<file path="src/fspc_cfg.svh">
// Purpose: constants for the flash sector protection control block
// Assumes: 16-bit CPU address space, 8-bit data
// Notes:   array size is a top-level choice, sectors follow it
`ifndef FSPC_CFG_SVH
`define FSPC_CFG_SVH
`define FSPC_SEC0_BASE     16'hF000
`define FSPC_SEC1_BASE     16'hE000
`define FSPC_SEC_MSB       15
`define FSPC_SEC_LSB       12
`define FSPC_SEC0_TAG      4'hF
`define FSPC_SEC1_TAG      4'hE
`define FSPC_SIZE_4K       2'h0
`define FSPC_SIZE_8K       2'h1
`define FSPC_SIZE_BIG      2'h2
`define FSPC_CSR_RESET     8'h00
`define FSPC_ADDR_ZERO     16'h0000
`define FSPC_ADDR_LAST     16'hFFFF
`define FSPC_DATA_ERASED   8'hFF
`define FSPC_DATA_ZERO     8'h00
`define FSPC_PROG_CYCLES   4'h4
`define FSPC_CNT_ZERO      4'h0
`endif

</file>
<file path="src/fspc_pkg.sv">
// Purpose: shared types for the flash sector protection control block
// Assumes: fspc_cfg.svh holds the addresses, sizes and counts; the enum codes are set here
// Notes:   types only
`default_nettype none
package fspc_pkg;
  typedef enum logic [1:0]
  {
    FSPC_MODE_TOOL = 2'h0,
    FSPC_MODE_ICP  = 2'h1,
    FSPC_MODE_IAP  = 2'h2
  } fspc_mode_t;

  typedef enum logic [2:0]
  {
    FSPC_OP_NONE   = 3'h0,
    FSPC_OP_PROG   = 3'h1,
    FSPC_OP_SECERS = 3'h2,
    FSPC_OP_MASS   = 3'h3,
    FSPC_OP_OPTWR  = 3'h4
  } fspc_op_t;

  typedef enum logic [3:0]
  {
    FSPC_ST_IDLE  = 4'b0001,
    FSPC_ST_BUSY  = 4'b0010,
    FSPC_ST_UNPR  = 4'b0100,
    FSPC_ST_DONE  = 4'b1000
  } fspc_state_t;

  typedef struct packed
  {
    logic       valid;
    fspc_op_t   op;
    logic [15:0] addr;
    logic [7:0]  data;
    logic        opt_prot;
  } fspc_req_t;

  typedef struct packed
  {
    logic        we;
    logic        erase;
    logic [15:0] addr;
    logic [7:0]  data;
  } fspc_arr_t;

  typedef struct packed
  {
    fspc_state_t state;
    fspc_op_t    op;
    logic [15:0] addr;
    logic [7:0]  data;
    logic [3:0]  cnt;
    logic        prot;
    logic        opt_prot;
    logic        done;
    logic        refused;
  } fspc_st_t;
endpackage
`default_nettype wire

</file>
<file path="src/fspc_flash_ctrl.sv">
// Summary of operation
// - The array erases whole or sector by sector and programs one byte per write.
// - A sector erase touches only addresses inside the chosen sector.
// - Tool and in-circuit modes may program and erase every sector and the option bytes.
// - In-application mode refuses program and erase on sector 0, mass erase and option writes; sectors 1 and 2 stay writable.
// - The array size selects how many user sectors exist: 4K one, 8K two, larger three.
// - Sectors 0 and 1 are 4 Kbytes at the top, sector 0 spanning F000h to FFFFh.
// - While read-out protection is on, every external read path returns nothing.
// - The option-byte protection bit alone turns read-out protection on and off.
// - Removing protection first erases the whole array, then clears the bit.
// - While protection is on, the low-voltage supervisor is disabled.
// - The control and status register resets to zero and belongs to tool software.
//
// Purpose: sequence program and erase on the flash array and enforce protection
// Assumes: requests are single-cycle pulses; array port writes or erases one byte per we
// Notes:   an erase walks the range one address per cycle, trading speed for a simple array port
`include "fspc_cfg.svh"
`timescale 1ns/1ps
`default_nettype none
module fspc_flash_ctrl
  import fspc_pkg::*;
#(
  parameter logic [1:0] SIZE_SEL = `FSPC_SIZE_BIG
)
(
  // Clock and reset
  input  wire logic        clk,
  input  wire logic        rst_b,
  // Mode and unlock
  input  wire fspc_mode_t  mode,
  input  wire logic        register_access_security_unlock,
  input  wire logic        opt_prot_load,
  input  wire logic        opt_prot_init,
  // Request
  input  wire fspc_req_t   req,
  output logic             req_ready,
  // External read path
  input  wire logic        ext_rd,
  input  wire logic [15:0] ext_rd_addr,
  input  wire logic [7:0]  arr_rd_data,
  output logic [15:0]      arr_rd_addr,
  output logic [7:0]       ext_rd_data,
  output logic             ext_rd_blocked,
  // Array write port
  output fspc_arr_t        arr,
  // Status
  output logic             readout_protect_bit,
  output logic             low_voltage_supervisor_en,
  output logic [7:0]       flash_control_status_reg,
  output logic             busy,
  output logic             op_done,
  output logic             op_refused
);
  fspc_st_t   cur_ff;
  fspc_st_t   nxt_st;
  logic [1:0] req_sector;
  logic       req_present;
  logic       req_writable;
  logic [1:0] cur_sector;
  logic [7:0] rd_data_ff;
  logic       rd_block_ff;

  fspc_sector_map u_map
  (
    .addr     (req.addr),
    .size_sel (SIZE_SEL),
    .mode     (mode),
    .sector   (req_sector),
    .present  (req_present),
    .writable (req_writable)
  );

  function automatic logic [1:0] sector_of(input logic [15:0] a);
    if (a[`FSPC_SEC_MSB:`FSPC_SEC_LSB] == `FSPC_SEC0_TAG)
      sector_of = 2'h0;
    else if (a[`FSPC_SEC_MSB:`FSPC_SEC_LSB] == `FSPC_SEC1_TAG)
      sector_of = 2'h1;
    else
      sector_of = 2'h2;
  endfunction

  assign cur_sector = sector_of(cur_ff.addr);
  assign req_ready  = (cur_ff.state == FSPC_ST_IDLE);

  always_comb
  begin
    nxt_st         = cur_ff;
    nxt_st.done    = 1'b0;
    nxt_st.refused = 1'b0;
    arr            = '0;
    case (cur_ff.state)
      FSPC_ST_IDLE:
      begin
        if (opt_prot_load)
          nxt_st.prot = opt_prot_init;
        else if (req.valid && !register_access_security_unlock)
          nxt_st.refused = 1'b1;
        else if (req.valid)
        begin
          case (req.op)
            FSPC_OP_PROG:
            begin
              if (req_writable)
              begin
                nxt_st.state = FSPC_ST_BUSY;
                nxt_st.op    = req.op;
                nxt_st.addr  = req.addr;
                nxt_st.data  = req.data;
                nxt_st.cnt   = `FSPC_PROG_CYCLES;
              end
              else
                nxt_st.refused = 1'b1;
            end
            FSPC_OP_SECERS:
            begin
              if (req_writable)
              begin
                nxt_st.state = FSPC_ST_BUSY;
                nxt_st.op    = req.op;
                // Start at the sector base so the walk stays inside it
                nxt_st.addr  = (req_sector == 2'h0) ? `FSPC_SEC0_BASE :
                               (req_sector == 2'h1) ? `FSPC_SEC1_BASE : `FSPC_ADDR_ZERO;
              end
              else
                nxt_st.refused = 1'b1;
            end
            FSPC_OP_MASS:
            begin
              if (mode != FSPC_MODE_IAP)
              begin
                nxt_st.state = FSPC_ST_BUSY;
                nxt_st.op    = req.op;
                nxt_st.addr  = `FSPC_ADDR_ZERO;
              end
              else
                nxt_st.refused = 1'b1;
            end
            FSPC_OP_OPTWR:
            begin
              if (mode == FSPC_MODE_IAP)
                nxt_st.refused = 1'b1;
              else if (cur_ff.prot && !req.opt_prot)
              begin
                // Protection stays set until the whole array is gone
                nxt_st.state    = FSPC_ST_UNPR;
                nxt_st.addr     = `FSPC_ADDR_ZERO;
                nxt_st.opt_prot = req.opt_prot;
              end
              else
              begin
                nxt_st.prot = req.opt_prot;
                nxt_st.done = 1'b1;
              end
            end
            default:
              nxt_st.refused = 1'b1;
          endcase
        end
      end
      FSPC_ST_BUSY:
      begin
        case (cur_ff.op)
          FSPC_OP_PROG:
          begin
            if (cur_ff.cnt == `FSPC_CNT_ZERO)
            begin
              arr.we       = 1'b1;
              arr.addr     = cur_ff.addr;
              arr.data     = cur_ff.data;
              nxt_st.state = FSPC_ST_DONE;
            end
            else
              nxt_st.cnt = cur_ff.cnt - 4'h1;
          end
          default:
          begin
            arr.we    = 1'b1;
            arr.erase = 1'b1;
            arr.addr  = cur_ff.addr;
            arr.data  = `FSPC_DATA_ERASED;
            nxt_st.addr = cur_ff.addr + 16'h0001;
            // Sector erase ends when the next address leaves the sector
            if (cur_ff.addr == `FSPC_ADDR_LAST ||
                (cur_ff.op == FSPC_OP_SECERS && sector_of(cur_ff.addr + 16'h0001) != cur_sector))
              nxt_st.state = FSPC_ST_DONE;
          end
        endcase
      end
      FSPC_ST_UNPR:
      begin
        arr.we      = 1'b1;
        arr.erase   = 1'b1;
        arr.addr    = cur_ff.addr;
        arr.data    = `FSPC_DATA_ERASED;
        nxt_st.addr = cur_ff.addr + 16'h0001;
        if (cur_ff.addr == `FSPC_ADDR_LAST)
        begin
          nxt_st.prot  = cur_ff.opt_prot;
          nxt_st.state = FSPC_ST_DONE;
        end
      end
      FSPC_ST_DONE:
      begin
        nxt_st.done  = 1'b1;
        nxt_st.state = FSPC_ST_IDLE;
      end
      default:
        nxt_st.state = FSPC_ST_IDLE;
    endcase
  end

  always_ff @(posedge clk)
  begin
    if (!rst_b)
    begin
      cur_ff       <= '0;
      cur_ff.state <= FSPC_ST_IDLE;
    end
    else
      cur_ff <= nxt_st;
  end

  // Read data is registered so the blocked value never glitches out
  always_ff @(posedge clk)
  begin
    if (!rst_b)
    begin
      rd_data_ff  <= `FSPC_DATA_ZERO;
      rd_block_ff <= 1'b0;
    end
    else
    begin
      rd_block_ff <= ext_rd && cur_ff.prot;
      if (ext_rd)
        rd_data_ff <= cur_ff.prot ? `FSPC_DATA_ZERO : arr_rd_data;
    end
  end

  assign arr_rd_addr               = ext_rd_addr;
  assign ext_rd_data               = rd_data_ff;
  assign ext_rd_blocked            = rd_block_ff;
  assign readout_protect_bit       = cur_ff.prot;
  assign low_voltage_supervisor_en = !cur_ff.prot;
  // Low bits mirror the sequencer outside idle; idle, as out of reset, reads all zero
  assign flash_control_status_reg  = {`FSPC_CSR_RESET, cur_ff.state} == {8'h00, FSPC_ST_IDLE} ?
                                     `FSPC_CSR_RESET : {4'h0, cur_ff.state};
  assign busy                      = (cur_ff.state != FSPC_ST_IDLE);
  assign op_done                   = cur_ff.done;
  assign op_refused                = cur_ff.refused;

  a_iap_sec0_guard: assert property (@(posedge clk) disable iff (!rst_b)
    (req.valid && req_ready && mode == FSPC_MODE_IAP && req.op == FSPC_OP_PROG && req_sector == 2'h0)
    |=> op_refused && !busy)
    else $error("sector 0 write accepted in application mode");
  a_unlock_needed: assert property (@(posedge clk) disable iff (!rst_b)
    (req.valid && req_ready && !opt_prot_load && !register_access_security_unlock) |=> op_refused && !busy)
    else $error("locked request was not ignored");
  a_read_blocked: assert property (@(posedge clk) disable iff (!rst_b)
    (ext_rd && readout_protect_bit) |=> (ext_rd_data == `FSPC_DATA_ZERO) && ext_rd_blocked)
    else $error("protected read leaked data");
  a_lvd_off: assert property (@(posedge clk) disable iff (!rst_b)
    readout_protect_bit |-> !low_voltage_supervisor_en)
    else $error("supervisor active while protected");
  a_unprot_erase: assert property (@(posedge clk) disable iff (!rst_b)
    $fell(readout_protect_bit) && !$past(opt_prot_load) |-> $past(arr.erase) && ($past(arr.addr) == `FSPC_ADDR_LAST))
    else $error("protection cleared before full erase");
  a_sec_erase_in: assert property (@(posedge clk) disable iff (!rst_b)
    (arr.erase && cur_ff.op == FSPC_OP_SECERS && cur_ff.state == FSPC_ST_BUSY) |-> sector_of(arr.addr) == cur_sector)
    else $error("sector erase strayed outside its sector");
  a_prog_one_byte: assert property (@(posedge clk) disable iff (!rst_b)
    (arr.we && !arr.erase) |=> !arr.we ##1 op_done)
    else $error("byte program did not complete singly");
  a_csr_reset: assert property (@(posedge clk)
    !rst_b |=> flash_control_status_reg == `FSPC_CSR_RESET)
    else $error("control register not zero after reset");
endmodule
`default_nettype wire

</file>
<file path="src/fspc_sector_map.sv">
// Purpose: decode an address into a user sector and its permission
// Assumes: sectors 0 and 1 are 4 Kbytes at the top, sector 2 is the rest
// Notes:   purely combinational
`include "fspc_cfg.svh"
`timescale 1ns/1ps
`default_nettype none
module fspc_sector_map
  import fspc_pkg::*;
(
  // Query
  input  wire logic [15:0] addr,
  input  wire logic [1:0]  size_sel,
  input  wire fspc_mode_t  mode,
  // Answer
  output logic [1:0]       sector,
  output logic             present,
  output logic             writable
);
  always_comb
  begin
    if (addr[`FSPC_SEC_MSB:`FSPC_SEC_LSB] == `FSPC_SEC0_TAG)
      sector = 2'h0;
    else if (addr[`FSPC_SEC_MSB:`FSPC_SEC_LSB] == `FSPC_SEC1_TAG)
      sector = 2'h1;
    else
      sector = 2'h2;
    case (size_sel)
      `FSPC_SIZE_4K:  present = (sector == 2'h0);
      `FSPC_SIZE_8K:  present = (sector != 2'h2);
      default:        present = 1'b1;
    endcase
    // Sector 0 keeps the bootloader, so the running code may never touch it
    writable = present && !((mode == FSPC_MODE_IAP) && (sector == 2'h0));
  end
endmodule
`default_nettype wire
</file>
<file path="config.mk">
export PLATFORM = sky130hd
export DESIGN_NAME = fspc_flash_ctrl
export DESIGN_NICKNAME = d
export VERILOG_FILES = /design/src/fspc_pkg.sv /design/src/fspc_flash_ctrl.sv /design/src/fspc_sector_map.sv
export VERILOG_INCLUDE_DIRS = /design/src
export SDC_FILE = /design/constraint.sdc
export NUM_CORES = 1
export LEC_CHECK = 0
export BUFFER_PORTS_ARGS = -buffer_cell sky130_fd_sc_hd__clkbuf_2
export CAP_MARGIN = 20
export CORE_ASPECT_RATIO = 1.25
export CORE_MARGIN = 5
export CORE_UTILIZATION = 30
export DETAILED_ROUTE_END_ITERATION = 6
export GPL_TIMING_DRIVEN = 0
export PLACE_DENSITY = 0.61
export SYNTH_ARGS = -nofsm -noshare
export SYNTH_HDL_FRONTEND = slang
export SYNTH_HIERARCHICAL = 1
export SYNTH_SLANG_ARGS = --single-unit
</file>
<file path="constraint.sdc">
create_clock -name clk -period 4.8 [get_ports clk]
set_input_delay 0.96 -clock clk [delete_from_list [all_inputs] [get_ports clk]]
set_output_delay 0.96 -clock clk [all_outputs]
set_load 0.02 [all_outputs]
</file>
==> flow_summary_export.csv <==
group,metric,value,unit
status,status,"complete, no violations",
synth,postSynthCellCount,396,
sta,clock-skew-final,0.00389,ns
route,vias_per_cell,5.07,
final_layout,register_area,961,um^2
grt,grt_pass1_vias,3156,
place,place.gp.congestion,0.898,
place,dp_hpwl,7470,um
pwr,p_leak,1.73,nW
setup_path,start_kind,"flop",
setup_path,critPathKind,"reg -> out",
final_layout,drive_gt1_share,30.3,%
pwr,clockPowerShare,43.0,%
sta,rsz0062_at_grt,"false",
clocking,clockBufferDepth,2,
clocking,cts.clk_slew.worst_paths,0.07,ns
synth,synthesis.area,3120,um^2
route,drc,0,
clocking,cts_tree,"yes",
floorplanning,io_pins,126,
grt,grtUsageTotal,14.7,%
setup_path,arrival,2.72,ns
final_layout,utilization,39.2,%
clocking,cts_htree_levels,2,
final_layout,fin_area,3980,um^2
sta,hold_viol,0,
setup_path,worstPathRequired,3.84,ns
setup_path,max_stage_delay,0.57,ns
route,drt_wl_total,9570,um
floorplanning,die_h,124,um
pwr,swShare,25.2,%
clocking,post_cts_buffers,0,
clocking,cts_hold_buf,0,
pwr,seqPwrFrac,43.5,%
clocking,ctsResizeCount,0,
synth,syn_avg_cell_area,7.87,um^2
floorplanning,die_area,12500,um^2
grt,grt_pass1_wl,14900,um
grt,overflow,0,
sta,fmax,0.272,GHz
setup_path,path_cells,"nor2_1 -> nand2_1 -> nor2_1 -> nor2_1 -> clkbuf_1 -> nor2b_1 -> clkbuf_2",
pwr,combinationalPowerShare,13.5,%
final_layout,area_growth,27.7,%
pwr,netSwitchingPower,237,uW
grt,grt_max_degree,16,
route,firstDrtPassIters,5,
place,dpl_cell_area,3810,um^2
clocking,clk_latency,0.29,ns
clocking,cts-buffers-inserted,5,
final_layout,fill_cells,1072,
sta,fin_setup_tns,0,ns
grt,antenna_found_initial,0,
clocking,cts.root.buffer_cell,"clkbuf_16",
pwr,p_per_area,237,nW/um^2
final_layout,final_common_cell,"clkbuf_2",
sta,slew_headroom,42.5,%
setup_path,cp_max_fo,10,
route,ant_nets,0,
final_layout,layout.nets,575,
pwr,ir_drop,0.000137,V
place,portBuffers,104,
min_path,hp-class,"reg -> reg",
floorplanning,die_w,101,um
pwr,intPower,706,uW
sta,setup-violations-final,0,
setup_path,critPathMostFrequentCell,"nor2_1",
route,num_vias,3248,
sta,slew_violations,0,
route,wl_per_cell,14.9,um
floorplanning,initial_utilization,30.7,%
sta,tightestPinTransition,0.857,ns
route,dr.first_iter.drc_count,202,
clocking,cts_sinks,48,
sta,fin_crit,3.68,ns
floorplanning,core_area,10200,um^2
final_layout,multi_input_area,1910,um^2
final_layout,final_cell_mix,"clkbuf_2 (104), dfxtp_1 (48), nor2b_1 (47)",
final_layout,diodes,0,
setup_path,cpMaxStageDelayCell,"nor2_1",
floorplanning,rows,41,
job,maxCapViolations,0,
setup_path,setup.worst_path.end_class,"primary output",
sta,finalCritPeriodShare,76.7,%
synth,yosysWarningCount,6,
per-stage QoR:
step           worst slack, ns  power [mW]  hold slack, ns  instances
4_1_cts                   1.08       0.951           0.455        641
3_3_place_gp              1.44       0.545           0.424        633
5_1_grt                  0.881       0.978           0.473        641
6_report                  1.12       0.943           0.454        641
2_1_floorplan             1.80       0.497           0.412        400
3_5_place_dp              1.41       0.547           0.435        633
path summary, 6_finish.rpt:
check,startpoint,endpoint,slack [ns],depth (start not counted)
worst max register to register,cur_ff[16],cur_ff[37],2.55,7
worst min-delay path,cur_ff[2],cur_ff[2],0.45,2
worst max-delay path,cur_ff[38],arr[19],1.12,7
worst min register to register,cur_ff[2],cur_ff[2],0.45,2
sequential cells by signal, summed over array words and instances (netlist names):
| register | count |
|---|---|
| ext_rd_blocked | 1 |
| readout_protect_bit | 1 |
| ext_rd_data | 8 |
| op_refused | 1 |
| cur_ff | 36 |
| op_done | 1 |
layout make-up:
type | count | area share (%)
multi-input cells | 306 | 48.0
repair buffers | 104 | 13.1
plain buffers | 38 | 5.78
flip-flops and latches | 48 | 24.1
well taps | 129 | 4.05
inverters | 8 | 0.754
clock inverters | 3 | 1.07
clock buffers | 5 | 3.14
worst max-delay path: cells and delay by family, from the launching register on:
kind / cells / cell delay, ns
and+or+nand+nor: 5 / 1.54
DFF: 1 / 0.40
buffers and inverters: 2 / 0.49
routing by layer:
metal	share of wire (%)	track usage [%]	vias up
li1	-	-	1609
met1	40	16.9	1474
met2	50	26.4	150
met3	8.8	3.70	15
met4	1.7	4.57	0
met5	0	0	-
power groups by stage:
stage	Combinational [mW]	Sequential, mW	Clock, mW
2_1_floorplan	0.0733	0.424	0
3_3_place_gp	0.126	0.419	0
3_5_place_dp	0.128	0.419	0
4_1_cts	0.128	0.410	0.412
5_1_grt	0.139	0.411	0.427
6_report	0.128	0.410	0.405
Note: power is estimated with default switching activity, not from simulation.
